===== src/rtl/fcp_pkg.sv =====
package fcp_pkg;
    // ==========================================================
    // Command byte decoding
    // ==========================================================
    localparam logic [2:0] OPSEL_FIXED = 3'h1;
    localparam int OPSEL_FIXED_LSB = 5;
    localparam int OPSEL_KIND_LSB = 3;
    localparam int OPSEL_ZERO_BIT = 2;
    localparam int OPSEL_LOP_LSB = 0;
    localparam logic [1:0] TRANSFER_WORD = 2'h0;
    localparam logic [1:0] LOP_REPLACE = 2'h0;
    localparam logic [1:0] LOP_COMPLEMENT = 2'h1;
    localparam logic [1:0] LOP_CLEAR = 2'h2;
    localparam logic [1:0] LOP_SET = 2'h3;
    localparam logic [7:0] CMD_CURSOR_SET = 8'h10;
    localparam logic [7:0] CMD_FIGURE_SPEC = 8'h11;
    localparam logic [7:0] CMD_FIGURE_DRAW = 8'h12;
    localparam logic [7:0] CMD_GLYPH_FILL = 8'h13;
    localparam logic [3:0] CMD_PARAM_RAM_LOAD_COMMAND_LOAD_HI = 4'h7;

    // ==========================================================
    // Parameter RAM and pattern
    // ==========================================================
    localparam int PARAM_RAM_LOAD_COMMAND_DEPTH = 16;
    localparam int PARAM_RAM_LOAD_COMMAND_PATTERN_LO = 8;
    localparam int PARAM_RAM_LOAD_COMMAND_PATTERN_HI = 9;
    localparam int PARAM_RAM_LOAD_COMMAND_GLYPH_FIRST = 8;
    localparam int PARAM_RAM_LOAD_COMMAND_GLYPH_LAST = 15;
    localparam int PATTERN_PERIOD = 16;

    // ==========================================================
    // Figure specification
    // ==========================================================
    localparam int VAR_W = 14;
    localparam int VAR_HI_BITS = 6;
    localparam logic [13:0] STEP_INIT = 14'h0000;
    localparam logic [13:0] ERROR_INIT = 14'h0008;
    localparam logic [13:0] D2_INIT = 14'h3fff;
    localparam logic [13:0] MASK_INIT = 14'h3fff;
    localparam int FTYPE_LSB = 3;
    localparam int OCTANT_LSB = 0;
    localparam logic [4:0] FT_DOT = 5'h00;
    localparam logic [4:0] FT_LINE = 5'h01;
    localparam logic [4:0] FT_GLYPH = 5'h02;
    localparam logic [4:0] FT_ARC = 5'h04;
    localparam logic [4:0] FT_RECT = 5'h08;
    localparam logic [4:0] FT_SLANT_GLYPH = 5'h12;

    typedef enum logic [2:0] {
        VAR_TYPE, VAR_STEP, VAR_ERROR, VAR_D2, VAR_D1, VAR_MASK, VAR_DONE
    } fcp_var_t;

    typedef enum logic [2:0] {
        MODE_IDLE, MODE_MEMWRITE, MODE_CURSOR, MODE_FIGSPEC, MODE_PARAM_RAM_LOAD_COMMAND
    } fcp_mode_t;

    // ==========================================================
    // Host register map
    // ==========================================================
    localparam logic [31:0] REG_SEND = 32'h0000_0000;
    localparam logic [31:0] REG_STATUS = 32'h0000_0004;
    localparam int SEND_CMD_BIT = 8;
    localparam int STAT_PENDING_BIT = 0;
    localparam int STAT_BUSY_BIT = 1;

    // ==========================================================
    // Shared functions
    // ==========================================================
    function automatic logic is_opsel(input logic [7:0] b);
        return b[7:OPSEL_FIXED_LSB] == OPSEL_FIXED && !b[OPSEL_ZERO_BIT];
    endfunction

    function automatic logic fig_type_valid(input logic [4:0] t);
        return t == FT_DOT || t == FT_LINE || t == FT_GLYPH ||
            t == FT_ARC || t == FT_RECT || t == FT_SLANT_GLYPH;
    endfunction

    function automatic logic apply_lop(input logic [1:0] op,
        input logic pat, input logic pix);
        logic r;
        r = pix;
        unique case (op)
            LOP_REPLACE: r = pat;
            LOP_COMPLEMENT: r = pix ^ pat;
            LOP_CLEAR: r = pix & ~pat;
            LOP_SET: r = pix | pat;
        endcase
        return r;
    endfunction
endpackage


===== src/rtl/fcp_link_if.sv =====
`timescale 1ns/100ps
interface fcp_link_if (
    input wire logic hclk,
    input wire logic hresetn
);
    logic entry_valid;
    logic entry_ready;
    logic entry_is_cmd;
    logic [7:0] entry_byte;
    logic drawing_busy;

    modport host (
        output entry_valid,
        output entry_is_cmd,
        output entry_byte,
        input entry_ready,
        input drawing_busy
    );

    modport device (
        input entry_valid,
        input entry_is_cmd,
        input entry_byte,
        output entry_ready,
        output drawing_busy
    );
endinterface


===== src/rtl/fcp_pattern_unit.sv =====
`timescale 1ns/100ps
module fcp_pattern_unit (
    // Clock and reset
    input wire logic hclk,
    input wire logic hresetn,
    // Control
    input wire logic load,
    input wire logic [15:0] pattern_word,
    input wire logic [1:0] logic_op,
    // Drawing engine
    input wire logic rmw_cycle,
    input wire logic pixel_in,
    output logic pattern_bit,
    output logic modified_pixel,
    output logic modified_valid
);
    logic [15:0] pattern;
    logic [3:0] bit_sel;
    logic [15:0] next_pattern;
    logic [3:0] next_bit_sel;
    logic next_modified_pixel;
    logic next_modified_valid;

    assign pattern_bit = pattern[bit_sel];

    // ==========================================================
    // Pattern scan
    // ==========================================================
    // Scan order ignores figure type and octant on purpose
    always_comb
    begin
        next_pattern = pattern;
        next_bit_sel = bit_sel;
        next_modified_pixel = modified_pixel;
        next_modified_valid = 1'b0;
        if (load)
        begin
            next_pattern = pattern_word;
            next_bit_sel = 4'h0;
        end
        else if (rmw_cycle)
        begin
            next_modified_pixel = fcp_pkg::apply_lop(logic_op,
                pattern[bit_sel], pixel_in);
            next_modified_valid = 1'b1;
            // Four bits wrap at the period of sixteen
            next_bit_sel = bit_sel + 4'h1;
        end
    end

    always_ff @(posedge hclk or negedge hresetn)
    begin
        if (!hresetn)
        begin
            pattern <= 16'h0000;
            bit_sel <= 4'h0;
            modified_pixel <= 1'b0;
            modified_valid <= 1'b0;
        end
        else
        begin
            pattern <= next_pattern;
            bit_sel <= next_bit_sel;
            modified_pixel <= next_modified_pixel;
            modified_valid <= next_modified_valid;
        end
    end
endmodule


===== src/rtl/fcp_device.sv =====
`timescale 1ns/100ps
module fcp_device (
    // Clock and reset
    input wire logic hclk,
    input wire logic hresetn,
    // Command and parameter entries
    fcp_link_if.device link,
    // Drawing engine
    input wire logic rmw_cycle,
    input wire logic pixel_in,
    output logic pattern_bit,
    output logic modified_pixel,
    output logic modified_valid,
    output logic draw_start,
    output logic glyph_start,
    output logic [63:0] glyph_pattern,
    // Operation setup
    output logic [1:0] logic_op_select,
    output logic [1:0] transfer_kind,
    output logic mem_word_valid,
    output logic [15:0] mem_word,
    // Cursor
    output logic [15:0] word_pointer,
    output logic [15:0] bit_position_mask,
    // Figure variables
    output logic [4:0] figure_type,
    output logic figure_type_valid,
    output logic [2:0] octant,
    output logic [13:0] step_count,
    output logic [13:0] error_term,
    output logic [13:0] second_difference,
    output logic [13:0] first_difference,
    output logic [13:0] mask_length
);
    fcp_pkg::fcp_mode_t mode, next_mode;
    fcp_pkg::fcp_var_t var_idx, next_var_idx;
    logic phase, next_phase;
    logic [7:0] low_byte, next_low_byte;
    logic [1:0] cur_idx, next_cur_idx;
    logic [3:0] param_ram_load_command_addr, next_param_ram_load_command_addr;
    logic [7:0] param_ram_load_command [fcp_pkg::PARAM_RAM_LOAD_COMMAND_DEPTH];
    logic [7:0] next_param_ram_load_command [fcp_pkg::PARAM_RAM_LOAD_COMMAND_DEPTH];
    logic [1:0] next_logic_op_select, next_transfer_kind;
    logic next_mem_word_valid;
    logic [15:0] next_mem_word;
    logic [15:0] next_word_pointer, next_bit_position_mask;
    logic [4:0] next_figure_type;
    logic [2:0] next_octant;
    logic [13:0] next_step_count, next_error_term;
    logic [13:0] next_second_difference, next_first_difference;
    logic [13:0] next_mask_length;
    logic next_draw_start, next_glyph_start;
    logic busy, next_busy;
    logic [14:0] remain, next_remain;
    logic take;
    logic [7:0] b;
    logic [13:0] word14;

    // Entries are refused while a figure is being drawn
    assign link.entry_ready = !busy;
    assign link.drawing_busy = busy;
    assign take = link.entry_valid && link.entry_ready;
    assign b = link.entry_byte;
    assign word14 = {b[fcp_pkg::VAR_HI_BITS-1:0], low_byte};
    assign figure_type_valid = fcp_pkg::fig_type_valid(figure_type);

    // ==========================================================
    // Glyph pattern view
    // ==========================================================
    always_comb
    begin
        for (int i = 0; i < 8; i++)
        begin
            glyph_pattern[i*8 +: 8] = param_ram_load_command[fcp_pkg::PARAM_RAM_LOAD_COMMAND_GLYPH_FIRST + i];
        end
    end

    // ==========================================================
    // Command interpreter
    // ==========================================================
    always_comb
    begin
        next_mode = mode;
        next_var_idx = var_idx;
        next_phase = phase;
        next_low_byte = low_byte;
        next_cur_idx = cur_idx;
        next_param_ram_load_command_addr = param_ram_load_command_addr;
        next_param_ram_load_command = param_ram_load_command;
        next_logic_op_select = logic_op_select;
        next_transfer_kind = transfer_kind;
        next_mem_word_valid = 1'b0;
        next_mem_word = mem_word;
        next_word_pointer = word_pointer;
        next_bit_position_mask = bit_position_mask;
        next_figure_type = figure_type;
        next_octant = octant;
        next_step_count = step_count;
        next_error_term = error_term;
        next_second_difference = second_difference;
        next_first_difference = first_difference;
        next_mask_length = mask_length;
        next_draw_start = 1'b0;
        next_glyph_start = 1'b0;
        next_busy = busy;
        next_remain = remain;
        if (busy && rmw_cycle)
        begin
            // First pixel is the extra cycle beyond the step count
            next_remain = remain - 15'h0001;
            next_busy = remain != 15'h0001;
        end
        if (take && link.entry_is_cmd)
        begin
            // Any command ends the previous parameter sequence
            next_mode = fcp_pkg::MODE_IDLE;
            next_phase = 1'b0;
            if (fcp_pkg::is_opsel(b))
            begin
                next_transfer_kind = b[fcp_pkg::OPSEL_KIND_LSB +: 2];
                next_logic_op_select = b[fcp_pkg::OPSEL_LOP_LSB +: 2];
                next_mode = fcp_pkg::MODE_MEMWRITE;
            end
            else if (b[7:4] == fcp_pkg::CMD_PARAM_RAM_LOAD_COMMAND_LOAD_HI)
            begin
                next_mode = fcp_pkg::MODE_PARAM_RAM_LOAD_COMMAND;
                next_param_ram_load_command_addr = b[3:0];
            end
            else if (b == fcp_pkg::CMD_CURSOR_SET)
            begin
                next_mode = fcp_pkg::MODE_CURSOR;
                next_cur_idx = 2'h0;
            end
            else if (b == fcp_pkg::CMD_FIGURE_SPEC)
            begin
                next_mode = fcp_pkg::MODE_FIGSPEC;
                next_var_idx = fcp_pkg::VAR_TYPE;
                next_step_count = fcp_pkg::STEP_INIT;
                next_error_term = fcp_pkg::ERROR_INIT;
                next_second_difference = fcp_pkg::D2_INIT;
                next_mask_length = fcp_pkg::MASK_INIT;
            end
            else if (b == fcp_pkg::CMD_FIGURE_DRAW ||
                b == fcp_pkg::CMD_GLYPH_FILL)
            begin
                next_draw_start = b == fcp_pkg::CMD_FIGURE_DRAW;
                next_glyph_start = b == fcp_pkg::CMD_GLYPH_FILL;
                next_busy = 1'b1;
                next_remain = {1'b0, step_count} + 15'h0001;
            end
        end
        else if (take)
        begin
            unique case (mode)
                fcp_pkg::MODE_IDLE:
                begin
                end
                fcp_pkg::MODE_MEMWRITE:
                begin
                    // Low byte first; a lone odd byte is dropped
                    next_phase = !phase;
                    next_low_byte = b;
                    if (phase)
                    begin
                        next_mem_word = {b, low_byte};
                        next_mem_word_valid = 1'b1;
                    end
                end
                fcp_pkg::MODE_CURSOR:
                begin
                    unique case (cur_idx)
                        2'h0: next_word_pointer[7:0] = b;
                        2'h1: next_word_pointer[15:8] = b;
                        2'h2: next_bit_position_mask =
                            16'h0001 << b[3:0];
                        2'h3:
                        begin
                        end
                    endcase
                    if (cur_idx != 2'h3)
                    begin
                        next_cur_idx = cur_idx + 2'h1;
                    end
                end
                fcp_pkg::MODE_PARAM_RAM_LOAD_COMMAND:
                begin
                    next_param_ram_load_command[param_ram_load_command_addr] = b;
                    next_param_ram_load_command_addr = param_ram_load_command_addr + 4'h1;
                end
                fcp_pkg::MODE_FIGSPEC:
                begin
                    if (var_idx == fcp_pkg::VAR_TYPE)
                    begin
                        next_figure_type = b[fcp_pkg::FTYPE_LSB +: 5];
                        next_octant = b[fcp_pkg::OCTANT_LSB +: 3];
                        next_var_idx = fcp_pkg::VAR_STEP;
                    end
                    else if (var_idx != fcp_pkg::VAR_DONE)
                    begin
                        next_phase = !phase;
                        next_low_byte = b;
                        if (phase)
                        begin
                            unique case (var_idx)
                                fcp_pkg::VAR_STEP: next_step_count = word14;
                                fcp_pkg::VAR_ERROR: next_error_term = word14;
                                fcp_pkg::VAR_D2:
                                    next_second_difference = word14;
                                fcp_pkg::VAR_D1:
                                    next_first_difference = word14;
                                fcp_pkg::VAR_MASK: next_mask_length = word14;
                                default:
                                begin
                                end
                            endcase
                            // Strictly sequential, so no variable is skipped
                            next_var_idx = fcp_pkg::fcp_var_t'(
                                var_idx + 3'h1);
                        end
                    end
                end
            endcase
        end
    end

    always_ff @(posedge hclk or negedge hresetn)
    begin
        if (!hresetn)
        begin
            mode <= fcp_pkg::MODE_IDLE;
            var_idx <= fcp_pkg::VAR_TYPE;
            phase <= 1'b0;
            low_byte <= 8'h00;
            cur_idx <= 2'h0;
            param_ram_load_command_addr <= 4'h0;
            for (int i = 0; i < fcp_pkg::PARAM_RAM_LOAD_COMMAND_DEPTH; i++)
            begin
                param_ram_load_command[i] <= 8'h00;
            end
            logic_op_select <= fcp_pkg::LOP_REPLACE;
            transfer_kind <= fcp_pkg::TRANSFER_WORD;
            mem_word_valid <= 1'b0;
            mem_word <= 16'h0000;
            word_pointer <= 16'h0000;
            bit_position_mask <= 16'h0001;
            figure_type <= fcp_pkg::FT_DOT;
            octant <= 3'h0;
            step_count <= fcp_pkg::STEP_INIT;
            error_term <= fcp_pkg::ERROR_INIT;
            second_difference <= fcp_pkg::D2_INIT;
            first_difference <= 14'h0000;
            mask_length <= fcp_pkg::MASK_INIT;
            draw_start <= 1'b0;
            glyph_start <= 1'b0;
            busy <= 1'b0;
            remain <= 15'h0000;
        end
        else
        begin
            mode <= next_mode;
            var_idx <= next_var_idx;
            phase <= next_phase;
            low_byte <= next_low_byte;
            cur_idx <= next_cur_idx;
            param_ram_load_command_addr <= next_param_ram_load_command_addr;
            param_ram_load_command <= next_param_ram_load_command;
            logic_op_select <= next_logic_op_select;
            transfer_kind <= next_transfer_kind;
            mem_word_valid <= next_mem_word_valid;
            mem_word <= next_mem_word;
            word_pointer <= next_word_pointer;
            bit_position_mask <= next_bit_position_mask;
            figure_type <= next_figure_type;
            octant <= next_octant;
            step_count <= next_step_count;
            error_term <= next_error_term;
            second_difference <= next_second_difference;
            first_difference <= next_first_difference;
            mask_length <= next_mask_length;
            draw_start <= next_draw_start;
            glyph_start <= next_glyph_start;
            busy <= next_busy;
            remain <= next_remain;
        end
    end

    // ==========================================================
    // Pattern register and pixel modify
    // ==========================================================
    fcp_pattern_unit u_pattern (
        .hclk(hclk),
        .hresetn(hresetn),
        .load(next_draw_start || next_glyph_start),
        .pattern_word({param_ram_load_command[fcp_pkg::PARAM_RAM_LOAD_COMMAND_PATTERN_HI],
            param_ram_load_command[fcp_pkg::PARAM_RAM_LOAD_COMMAND_PATTERN_LO]}),
        .logic_op(logic_op_select),
        .rmw_cycle(rmw_cycle && busy),
        .pixel_in(pixel_in),
        .pattern_bit(pattern_bit),
        .modified_pixel(modified_pixel),
        .modified_valid(modified_valid)
    );
endmodule


===== src/flat_wrapper.sv =====
// flat-port wrapper written by rule: the top's interface ports become plain ports
module fcp_device_flat 
  (hclk, hresetn, rmw_cycle, pixel_in, pattern_bit, modified_pixel, modified_valid, draw_start, glyph_start, glyph_pattern, logic_op_select, transfer_kind, mem_word_valid, mem_word, word_pointer, bit_position_mask, figure_type, figure_type_valid, octant, step_count, error_term, second_difference, first_difference, mask_length, link_entry_valid, link_entry_is_cmd, link_entry_byte, link_entry_ready, link_drawing_busy);
  fcp_link_if link_i (.hclk(hclk), .hresetn(hresetn));
  input wire logic hclk;
  input wire logic hresetn;
  input wire logic rmw_cycle;
  input wire logic pixel_in;
  output logic pattern_bit;
  output logic modified_pixel;
  output logic modified_valid;
  output logic draw_start;
  output logic glyph_start;
  output logic [63:0] glyph_pattern;
  output logic [1:0] logic_op_select;
  output logic [1:0] transfer_kind;
  output logic mem_word_valid;
  output logic [15:0] mem_word;
  output logic [15:0] word_pointer;
  output logic [15:0] bit_position_mask;
  output logic [4:0] figure_type;
  output logic figure_type_valid;
  output logic [2:0] octant;
  output logic [13:0] step_count;
  output logic [13:0] error_term;
  output logic [13:0] second_difference;
  output logic [13:0] first_difference;
  output logic [13:0] mask_length;
  input wire logic [$bits(link_i.entry_valid)-1:0] link_entry_valid;
  input wire logic [$bits(link_i.entry_is_cmd)-1:0] link_entry_is_cmd;
  input wire logic [$bits(link_i.entry_byte)-1:0] link_entry_byte;
  output wire logic [$bits(link_i.entry_ready)-1:0] link_entry_ready;
  output wire logic [$bits(link_i.drawing_busy)-1:0] link_drawing_busy;
  assign link_i.entry_valid = link_entry_valid;
  assign link_i.entry_is_cmd = link_entry_is_cmd;
  assign link_i.entry_byte = link_entry_byte;
  assign link_entry_ready = link_i.entry_ready;
  assign link_drawing_busy = link_i.drawing_busy;
  fcp_device u_core (.hclk(hclk), .hresetn(hresetn), .link(link_i), .rmw_cycle(rmw_cycle), .pixel_in(pixel_in), .pattern_bit(pattern_bit), .modified_pixel(modified_pixel), .modified_valid(modified_valid), .draw_start(draw_start), .glyph_start(glyph_start), .glyph_pattern(glyph_pattern), .logic_op_select(logic_op_select), .transfer_kind(transfer_kind), .mem_word_valid(mem_word_valid), .mem_word(mem_word), .word_pointer(word_pointer), .bit_position_mask(bit_position_mask), .figure_type(figure_type), .figure_type_valid(figure_type_valid), .octant(octant), .step_count(step_count), .error_term(error_term), .second_difference(second_difference), .first_difference(first_difference), .mask_length(mask_length));
endmodule

===== config.mk =====
export PLATFORM = sky130hd
export DESIGN_NAME = fcp_device_flat
export DESIGN_NICKNAME = d
export VERILOG_FILES = /design/src/rtl/fcp_pkg.sv /design/src/rtl/fcp_link_if.sv /design/src/rtl/fcp_pattern_unit.sv /design/src/rtl/fcp_device.sv /design/src/flat_wrapper.sv
export SDC_FILE = /design/constraint.sdc
export NUM_CORES = 1
export LEC_CHECK = 0
export ABC_AREA = 1
export BUFFER_PORTS_ARGS = -buffer_cell sky130_fd_sc_hd__buf_4
export CAP_MARGIN = 30
export CORE_AREA = 8 8 160 162
export CTS_CLUSTER_DIAMETER = 80
export CTS_CLUSTER_SIZE = 28
export DETAILED_ROUTE_END_ITERATION = 6
export DIE_AREA = 0 0 168 170
export GPL_TIMING_DRIVEN = 1
export PLACE_DENSITY = 0.84
export SYNTH_ARGS = -nofsm -noshare
export SYNTH_HDL_FRONTEND = slang
export SYNTH_SLANG_ARGS = --single-unit

===== constraint.sdc =====
create_clock -name hclk -period 1.7 [get_ports hclk]
set_input_delay 0.34 -clock hclk [delete_from_list [all_inputs] [get_ports hclk]]
set_output_delay 0.34 -clock hclk [all_outputs]
set_load 0.005 [all_outputs]

==> impl_metrics.csv, run 1 <==
group,metric,value,unit
cells_and_area,synthToLayoutAreaGrowth,39.10,%
floorplanning,die_area,28560,um2
setup_path,critPathMaxFanout,6,
status,violations,"negative setup slack",
timing,finalMaxSlewViolations,0,
power,powerDensity,1337,nW/um2
cts,cts_tree,"yes",
setup_path,cp.arrival,1800,ps
cts,clkTransAtPathRegs,120,ps
place,dp_hpwl,24.06,mm
drt,antenna_left,0,
timing,worst_slew_pin_slew,509.8,ps
cells_and_area,final_cell_count_no_fill,1877,
logic_synthesis,synth_fp_nets,1282,
cells_and_area,drive_gt1_share,38.52,%
timing,grt_setup_unrepaired,"yes",
setup_path,critPathKind,"reg2out",
global_routing,grt_overflow,0,
timing,period_needed,2138,ps
timing,final-setup-viol-count,109,
status,outcome,"finished with violations",
global_routing,antenna_found_initial,1,
drt,routed_wl,39.99,mm
cts,clock-sinks,256,
global_routing,grt_max_degree,58,
logic_synthesis,yosysWarnings,0,
floorplanning,initial_core_util,49.32,%
setup_path,critPathLaunchType,"flip-flop",
place,place_congestion,0.8943,
floorplanning,coreArea,23050,um2
worst_hold_path,hold_class,"in2reg",
drt,dr.pass1.iters,7,
cts,insertion_delay,530,ps
timing,max_freq,467.7,MHz
place,preCtsSetupSlack,-124.5,ps
place,io_buffers,216,
setup_path,crit_chain,"buf_6 > nand2_1 > nand3_1 > nand2_1 > nor2_1 > nand2_1 > nand2_2 > buf_6 > buf_6",
global_routing,grt_pass1_wl,55.12,mm
drt,drt_iter0_markers,1031,
cells_and_area,utilization,68.60,%
logic_synthesis,postSynthCellCount,1249,
logic_synthesis,syn_area_per_cell,9.102,um2
timing,max-slew-margin-rel,66.01,%
logic_synthesis,netlist_area,11370,um2
global_routing,grt_util_all_layers,23.97,%
drt,vias,10820,
run,max_cap_viol_count,0,
power,total_power,0.02114,W
power,ir_drop,0.9113,mV
setup_path,worst-path-buf-inv,3,
drt,wl_per_cell,21.31,um
floorplanning,num_rows,56,
setup_path,crit_slowest_cell,"dfrtp_2",
timing,fin_skew,33.36,ps
cts,cts_root_buf,"clkbuf_16",
timing,finalCritPeriodShare,125.8,%
floorplanning,die_w,168,um
floorplanning,fp.dieH,170,um
setup_path,max_stage_delay,450,ps
power,leakagePower,7.797,nW
timing,hold_viol,0,
setup_path,cp-end-kind,"output pin",
floorplanning,io_pins,217,
logic_synthesis,synthDistinctLibCells,40,
global_routing,grt_pass1_vias,10100,
logic_synthesis,synth-seq-cells,256,
cts,cts_buffer_depth,3,
setup_path,cp_top_family,"simple AND/OR/NAND/NOR gates",
drt,remaining_drc_errors,0,
cells_and_area,final_nets,1610,
setup_path,cp_data_required_time,1360,ps
drt,vias_per_cell,5.762,
timing,setup_ws,-438.2,ps
cts,h-tree-depth,1,
place,dpl.cell_count,1791,
cts,cts_inserted_buffers,15,
logic_synthesis,synth_seq_area_share,56.68,%
repair_timing:
item / in CTS / in global routing
setup buffers: 15 / 29
hold buffers: 1 / 0
endpoints found under the hold margin: 41 / 0
cloned: 10 / 9
pin swaps: 16 / 44
endpoints found under the setup margin: 67 / 194
resized for setup: 52 / 173
per-stage QoR:
step	setup TNS, ps	hold slack (ps)	area (um2)
after floorplan	0	44.41	11380
after global placement	-718.1	309.3	13840
after detailed placement	-5731	311.5	13840
after CTS	-958.4	142.7	14840
after global routing	-20410	174.5	15810
final	-9186	146.9	15810
cell families (layout without fill, tap and decap cells):
family                   after synthesis  after routing  synth area share (%)
AO/OA/AOI/OAI                        270            270                 12.73
XOR/XNOR                              18             18                 1.387
adder cells (fa/ha/maj)               19             19                 2.091
buffers and inverters                162            491                 6.196
flip-flops                           256            256                 56.68
other                                  0              1                     0
AND/OR/NAND/NOR                      524            532                 20.91
per-layer routing:
metal / part of all wire, % / track usage (%) / vias up / wire, um
met3: 9.4 / 5.051 / 169 / 3762
met2: 48 / 40.18 / 677 / 19370
met5: 0 / 0 / - / 0
met1: 37 / 30.60 / 5251 / 14940
met4: 4.8 / 8.152 / 0 / 1914
li1: - / - / 4718 / -
layout by cell type, fill, tap and decap left out, types with 2 or more instances in the layout:
cell,Yosys,routed
nand4_1,7,7
inv_1,103,91
nand3_2,2,9
xor2_1,13,12
dfrtp_1,226,222
nor3_1,13,10
o21ai_1,145,122
inv_12,0,2
o21ai_4,0,5
o22ai_1,2,2
nor2_4,2,9
nand2_8,0,5
nor2_2,5,10
a21oi_2,1,3
bufinv_16,0,2
buf_6,10,21
buf_12,0,16
dfstp_2,30,30
o21ai_0,90,74
ha_4,0,3
o211ai_1,2,2
o21ai_2,20,54
clkinv_8,0,3
nor2_1,57,45
or2_2,5,5
inv_4,0,2
dfrtp_2,0,4
xnor2_1,5,5
nand3_1,42,34
inv_6,0,6
clkbuf_16,0,21
inv_2,11,17
nand2_4,4,12
nor3_4,0,3
a21oi_1,7,5
ha_1,19,15
nand3_4,11,19
nand2_2,3,33
buf_4,1,305
nand2_1,366,324
Yosys cell counts (all sizes together):
cell,number,area (um2)
xnor2,5,43.79
o211ai,2,15.01
inv,114,427.9
nor4,2,27.53
or2,5,31.28
dfrtp,226,5655
dfstp,30,788.3
clkbuf,23,86.33
a22oi,1,7.510
a21oi,8,43.79
nor3,13,65.06
buf,25,190.2
nand3,55,422.9
nand3b,2,27.53
nor2,65,287.8
o22ai,2,12.51
nand2,373,1438
ha,19,237.7
o31ai,1,7.510
o211a,1,10.01
xor2,13,113.9
nand4,9,77.57
o21ai,255,1351
final timing paths:
kind / from / endpoint / slack [ps] / depth (start not counted)
max reg2reg: u_core.u_pattern.bit_sel[0] / u_core.u_pattern.modified_pixel / -330 / 17
min reg2reg: u_core.u_pattern.pattern[11] / u_core.u_pattern.pattern[11] / 480 / 2
min: link_entry_byte[5] / u_core.step_count[13] / 150 / 3
min in group asynchronous: hresetn / u_core.error_term[7] / 370 / 2
max: u_core.u_pattern.bit_sel[0] / pattern_bit / -440 / 9
max in group asynchronous: hresetn / u_core.mask_length[1] / 620 / 3
registers in the layout (all words and copies together) (netlist names), 4 cells and up:
register and count:
u_core.second_difference 14, u_core.word_pointer 16, u_core.mask_length 14, u_core.param_ram_load_command_addr 4, u_core.u_pattern.pattern 16, u_core.error_term 14, u_core.glyph_pattern 64, u_core.low_byte 8
u_core.step_count 14, u_core.mem_word 16, u_core.first_difference 14, u_core.remain 15, u_core.u_pattern.bit_sel 4, u_core.figure_type 5, u_core.bit_position_mask 16
power breakdown:
| part | leakage, nW | internal [W] | switching [W] |
|---|---|---|---|
| clock network | 0.260 | 0.00206 | 0.00233 |
| logic | 4.22 | 0.00359 | 0.00424 |
| registers | 3.32 | 0.00764 | 0.00130 |
| total | 7.80 | 0.0133 | 0.00786 |
worst min-delay path, cell delays in order:
cell     delay, ps
buf_4          130
nand2_1        100
o21ai_1         80
area by class of cell:
class                      instances  area [um2]
sequential                       256        6449
inverter                         114       460.4
multi-input combinational        839        4967
fill                            1530        7238
clock buffer                      16       379.1
timing repair inverter             1       16.27
tap                              290       362.8
clock inverter                    10       155.1
antenna                            1       2.502
timing repair buffer             350        3022
No activity file was read; power rests on OpenSTA's default activity.
==> run 2: changes to the inputs <==
--- a/config.mk
+++ b/config.mk
@@ -8,5 +8,4 @@
 export ABC_AREA = 1
-export BUFFER_PORTS_ARGS = -buffer_cell sky130_fd_sc_hd__buf_4
 export CAP_MARGIN = 30
-export CORE_AREA = 8 8 160 162
+export CORE_AREA = 3 3 146 148
 export CTS_CLUSTER_DIAMETER = 80
@@ -14,5 +13,6 @@
 export DETAILED_ROUTE_END_ITERATION = 6
-export DIE_AREA = 0 0 168 170
+export DIE_AREA = 0 0 149 151
+export DONT_BUFFER_PORTS = 1
 export GPL_TIMING_DRIVEN = 1
-export PLACE_DENSITY = 0.84
+export PLACE_DENSITY = 0.83
 export SYNTH_ARGS = -nofsm -noshare
==> constraint.sdc (replaced) <==
create_clock -name hclk -period 1.7 [get_ports hclk]
set_input_delay 0.255 -clock hclk [delete_from_list [all_inputs] [get_ports hclk]]
set_output_delay 0.255 -clock hclk [all_outputs]
set_load 0.005 [all_outputs]
==> impl_metrics.csv, run 2 (synthesized netlist as in run 1, its figures left out) <==
group,metric,value,unit
drt,wl_per_cell,20.38,um
cts,clkTransAtPathRegs,110,ps
floorplanning,initial_core_util,56.36,%
timing,fin_hold_ws,-523.5,ps
cells_and_area,final_cell_count_no_fill,1594,
setup_path,cp.arrival,1600,ps
timing,finalMaxSlewViolations,0,
cts,cts_buffer_depth,3,
setup_path,cp-end-kind,"output pin",
drt,dr.pass1.iters,5,
setup_path,path_common_cell,"nor2_1",
timing,finalCritPeriodShare,109.0,%
cts,cts_hold_buf,10,
power,total_power,0.01731,W
timing,final-setup-viol-count,23,
cells_and_area,fin_area,13240,um2
cells_and_area,n_antenna_cell,0,
setup_path,cp_data_required_time,1440,ps
timing,period_needed,1854,ps
timing,setup_ws,-153.6,ps
cts,insertion_delay,490,ps
global_routing,grt_pass1_wl,47.46,mm
timing,tns,-1031,ps
worst_hold_path,hold_class,"in2async",
timing,hold_viol,256,
drt,vias_per_cell,5.788,
cells_and_area,drive_gt1_share,21.30,%
cells_and_area,mostFrequentLayoutCells,"nand2_1 (335), dfrtp_1 (224), o21ai_1 (142), inv_1 (95), o21ai_0 (73)",
global_routing,grt_max_degree,257,
cells_and_area,multi_input_area,4723,um2
drt,antenna_left,0,
drt,drt_iter0_markers,726,
global_routing,antenna_found_initial,0,
cells_and_area,largest_reg_flops,64,
place,place_area,11930,um2
run,max_cap_viol_count,0,
cts,cts_inserted_buffers,13,
global_routing,grt_overflow,0,
cells_and_area,fillers,1534,
drt,vias,9226,
global_routing,grt_util_all_layers,26.47,%
timing,grt_setup_unrepaired,"yes",
place,place_congestion,0.9112,
power,leakagePower,6.274,nW
timing,max-slew-margin-rel,46.48,%
global_routing,grt_pass1_vias,8543,
floorplanning,io_pins,217,
place,io_buffers,0,
cts,cts_root_buf,"clkbuf_16",
cells_and_area,final_nets,1351,
setup_path,cp-startpoint,"u_core.u_pattern.bit_sel[0]",
place,dpl.cell_count,1528,
cells_and_area,seq_area,6446,um2
cts,cts_tree,"yes",
status,violations,"negative hold slack, negative setup slack",
floorplanning,fp.dieH,151,um
cts,h-tree-depth,1,
setup_path,max_stage_delay,430,ps
drt,remaining_drc_errors,0,
place,dp_hpwl,19.93,mm
cells_and_area,synthToLayoutAreaGrowth,16.46,%
power,powerDensity,1307,nW/um2
floorplanning,die_w,149,um
timing,max_freq,539.5,MHz
setup_path,crit_slowest_cell,"dfrtp_2",
floorplanning,num_rows,52,
floorplanning,die_area,22500,um2
setup_path,critPathLaunchType,"flip-flop",
timing,fin_skew,13.71,ps
status,outcome,"finished with violations",
power,ir_drop,0.7674,mV
setup_path,critPathMaxFanout,7,
cells_and_area,layout_commonest_cell,"nand2_1",
cts,clock-sinks,256,
timing,worst_slew_pin_slew,802.9,ps
drt,routed_wl,32.49,mm
setup_path,crit_chain,"buf_2 > nor2_1 > nor2_1 > nor2_1 > nand2_1 > nand2_2 > buf_6",
setup_path,critPathKind,"reg2out",
floorplanning,coreArea,20170,um2
setup_path,rr_startpoint,"u_core.link.drawing_busy",
## run 2: changes by cell type in the layout (fill, tap and decap cells not counted), sizes merged
cell / before / now
buf: 343 / 81
dlygate4sd3: 1 / 10
inv: 119 / 115
clkbuf: 22 / 19
nand3b: 2 / 5
bufinv: 2 / 0
clkinv: 4 / 3
diode: 1 / 0
nand2: 374 / 373
nand3: 62 / 61
## run 2: power by group
part           switching (W)  total (W)  internal (W)  leakage, nW
clock network        0.00197    0.00344       0.00146        0.183
logic                0.00288    0.00480       0.00192         2.77
registers            0.00144    0.00908       0.00764         3.32
total                0.00629     0.0173        0.0110         6.27
## run 2: critical path: cells and delay by family, from the launching register on
kind                   cells  cell delay, ps
buffers and inverters      2             270
flip-flops                 1             430
AND/OR/NAND/NOR            5             430
## run 2: final timing paths
| kind | endpoint | cells past startpoint | slack [ps] |
|---|---|---|---|
| max | pattern_bit | 7 | -150 |
| min | u_core.bit_position_mask[12] | 0 | -520 |
| max reg2reg | u_core.second_difference[10] | 10 | -110 |
| min reg2reg | u_core.u_pattern.pattern[15] | 2 | 490 |
| max in group asynchronous | u_core.u_pattern.bit_sel[1] | 0 | 1520 |
| min in group hclk | u_core.low_byte[2] | 2 | 20 |
## run 2: cell type report
type                    instances  area share (%)
clock buffers                  17           2.570
inverters                     114           3.326
clock inverters                 4          0.2268
flip-flops and latches        256           48.69
repair buffers                 93           6.965
multi-input cells             840           35.67
well taps                     270           2.552
## run 2: stage by stage
step | utilization (%) | setup WS, ps
floorplan | - | 8.856
global placement | 59.16 | -45.25
detailed placement | 59.16 | -76.15
CTS | 62.71 | -134.8
global route | 65.65 | -240.5
finish | 65.65 | -153.6
## run 2: per-layer routing
metal  global-route usage [%]  up-vias  wire [um]
li1                         -     4189          -
met1                    36.39     4472      12740
met2                    42.27      460      15220
met3                    5.177      105       2882
met4                    9.840        0       1646
met5                        0        -          0
## run 2: what timing repair did
item / 4_1_cts / 5_1_grt
pin swaps: 11 / 10
buffers inserted: 8 / 15
resized for setup: 29 / 114
endpoints found under the hold margin: 279 / 256
gates cloned: 6 / 6
endpoints found under the setup margin: 45 / 186
==> run 3: changes to the inputs <==
Settings changed: CORE_AREA 3 3 146 148 to 3 3 148 150, DIE_AREA 0 0 149 151 to 0 0 151 153, SYNTH_HIERARCHICAL set to 1.
==> impl_metrics.csv, run 3 <==
group,metric,value,unit
timing,final-setup-viol-count,118,
logic_synthesis,syn_area_per_cell,8.670,um2
logic_synthesis,synthTopCellsByCount,"nand2_1 (444), dfrtp_1 (226), o21ai_0 (152), inv_1 (113), nand3_1 (84)",
cts,clock-sinks,256,
place,dpl.cell_count,1628,
logic_synthesis,synth_top_area_share,48.43,%
floorplanning,coreArea,20820,um2
drt,routed_wl,36.98,mm
timing,max_freq,501.3,MHz
setup_path,worst-path-buf-inv,3,
logic_synthesis,synth_area_leaders,"dfrtp_1 (48%), nand2_1 (14%), dfstp_2 (6.7%)",
timing,setup_ws,-294.9,ps
logic_synthesis,synth_most_common_cell,"nand2_1",
cts,cts_root_buf,"clkbuf_16",
global_routing,grt_pass1_vias,9368,
timing,fin_skew,21.75,ps
logic_synthesis,ys.flop_type,"dfrtp_1",
power,powerDensity,788.8,nW/um2
logic_synthesis,synthDistinctLibCells,39,
timing,finalCritPeriodShare,117.3,%
logic_synthesis,synth_seq_area_share,55.17,%
timing,grt_setup_unrepaired,"yes",
setup_path,critPathLaunchType,"flip-flop",
setup_path,max_stage_delay,470,ps
power,ir_drop,0.5414,mV
timing,max-slew-margin-rel,61.56,%
global_routing,grt_max_degree,257,
drt,wl_per_cell,21.24,um
floorplanning,fp.dieH,153,um
status,violations,"negative hold slack, negative setup slack",
setup_path,critPathKind,"reg2out",
setup_path,cp-end-kind,"output pin",
timing,hold_viol,256,
power,leakagePower,7.071,nW
cells_and_area,drive_gt1_share,31.04,%
drt,dr.pass1.iters,7,
logic_synthesis,synth_top_area_cell,"dfrtp_1",
floorplanning,initial_core_util,56.09,%
logic_synthesis,synth-seq-cells,256,
timing,period_needed,1995,ps
setup_path,cp.arrival,1740,ps
worst_hold_path,hold_class,"in2async",
cts,insertion_delay,480,ps
cts,cts_buffer_depth,3,
status,outcome,"finished with violations",
cells_and_area,synthToLayoutAreaGrowth,27.13,%
timing,worst_slew_pin_slew,575.2,ps
cells_and_area,utilization,71.30,%
cts,cts_hold_buf,8,
logic_synthesis,synth_fp_nets,1380,
setup_path,critPathMaxFanout,6,
cts,clkTransAtPathRegs,110,ps
run,max_cap_viol_count,0,
place,place_congestion,0.9230,
place,dp_hpwl,21.12,mm
cts,cts_inserted_buffers,13,
floorplanning,die_area,23100,um2
logic_synthesis,async_flop_share,100.0,%
logic_synthesis,netlist_area,11680,um2
timing,finalMaxSlewViolations,0,
drt,drt_iter0_markers,993,
setup_path,cp_data_required_time,1440,ps
cells_and_area,final_nets,1494,
drt,antenna_left,0,
floorplanning,die_w,151,um
place,io_buffers,0,
place,place_area,12300,um2
global_routing,antenna_found_initial,0,
setup_path,cp_top_family,"flip-flops",
cts,cts_tree,"yes",
cells_and_area,mostFrequentLayoutCells,"nand2_1 (343), dfrtp_1 (221), inv_1 (102), o21ai_0 (99), nand2_2 (86)",
drt,vias,10220,
cts,h-tree-depth,1,
cells_and_area,layout_commonest_cell,"nand2_1",
global_routing,grt_overflow,0,
floorplanning,num_rows,53,
cells_and_area,fin_area,14850,um2
drt,vias_per_cell,5.869,
global_routing,grt_util_all_layers,27.56,%
cells_and_area,final_cell_count_no_fill,1741,
global_routing,grt_pass1_wl,50.90,mm
cells_and_area,n_antenna_cell,0,
timing,fin_hold_ws,-537.9,ps
setup_path,crit_slowest_cell,"dfrtp_2",
floorplanning,io_pins,217,
logic_synthesis,yosysWarnings,6,
logic_synthesis,postSynthCellCount,1347,
setup_path,crit_chain,"buf_6 > nand2_2 > nand3_1 > nand2_1 > nand2_1 > nand3_2 > nand2_2 > buf_6 > inv_4",
cells_and_area,largest_reg_flops,64,
place,preCtsSetupSlack,-82.30,ps
logic_synthesis,synth_edf_count,0,
drt,remaining_drc_errors,0,
==> run 3: cell types whose count changed after synthesis, sizes merged, moves of 2 or more <==
| cell | delta |
|---|---|
| a21oi | +2 |
| buf | +2 |
| clkbuf | +9 |
| inv | +9 |
| or2 | -3 |
| xnor2 | -2 |
| o21ai | -59 |
| nor3 | -3 |
| o22ai | -2 |
| nor2 | -4 |
| nand3 | +42 |
| nand2 | +81 |
| nand4 | +26 |
==> run 3: final timing paths <==
check                                             from                              end  slack, ps  cells past startpoint
setup / recovery           u_core/u_pattern/bit_sel[0]                      pattern_bit       -290                      9
hold / removal                                 hresetn      u_core/u_pattern/bit_sel[0]       -540                      0
setup reg to reg           u_core/u_pattern/bit_sel[0]  u_core/u_pattern/modified_pixel       -280                     14
hold reg to reg            u_core/second_difference[7]      u_core/second_difference[7]        480                      2
max in group asynchronous                      hresetn            u_core/mask_length[2]       1860                      0
min in group hclk                   link_entry_byte[0]      u_core/bit_position_mask[0]         20                      5
==> run 3: stage by stage <==
| stage | total power, W | setup TNS, ps |
|---|---|---|
| 6_report | 0.01171 | -9909 |
| 5_1_grt | 0.01216 | -18580 |
| 4_1_cts | 0.01148 | -2681 |
| 3_5_place_dp | 0.007838 | -908.3 |
| 3_3_place_gp | 0.007767 | -51.96 |
| 2_1_floorplan | 0.007436 | 0 |
==> run 3: logic make-up after synthesis <==
group / after synthesis / synth area share, %
and+or+nand+nor: 663 / 25.64
adders and majority gates: 19 / 2.036
xor gates and xnor gates: 15 / 1.125
AOI/OAI and AO/OA: 212 / 9.353
DFF: 256 / 55.17
buffers and inverters: 182 / 6.675
==> run 3: per-layer routing <==
metal	share of wire (%)	GRT usage, %	up-vias	routed length, um
met4	3.9	8.679	0	1458
met1	38	36.35	4975	13970
met5	0	0	-	0
met2	48	44.43	542	17820
met3	10	7.708	120	3726
li1	-	-	4581	-
==> run 3: final cells by class <==
type	count	area, um2
Tap cell	275	344.1
Timing Repair Buffer	144	1540
Fill cell	1422	5976
Clock buffer	16	336.6
Inverter	123	498.0
Multi-Input combinational cell	923	5623
Sequential cell	256	6450
Clock inverter	4	55.05
==> run 3: worst reg2reg max path, stage by stage, from the launching register on <==
cell and delay (ps):
dfrtp_2 440, buf_6 170, nand2_2 70, nand3_1 90, nand2_1 60, nand2_1 70, nand3_2 90, buf_4 150
buf_4 120, buf_4 120, buf_4 120, buf_4 120, buf_4 130, nand3_2 60, a21oi_2 50
==> run 3: where the power goes <==
group	internal (W)	total (W)	switching (W)
Clock	0.00160	0.00354	0.00194
Sequential	0.00632	0.00652	0.000208
Combinational	0.000686	0.00165	0.000963
Total	0.00860	0.0117	0.00311
==> run 3: timing repair <==
item	4_1_cts	5_1_grt
pin swaps	31	87
resized for setup	66	309
setup endpoints to repair	49	216
endpoints found under the hold margin	276	256
gates cloned	13	14
buffers inserted	27	39
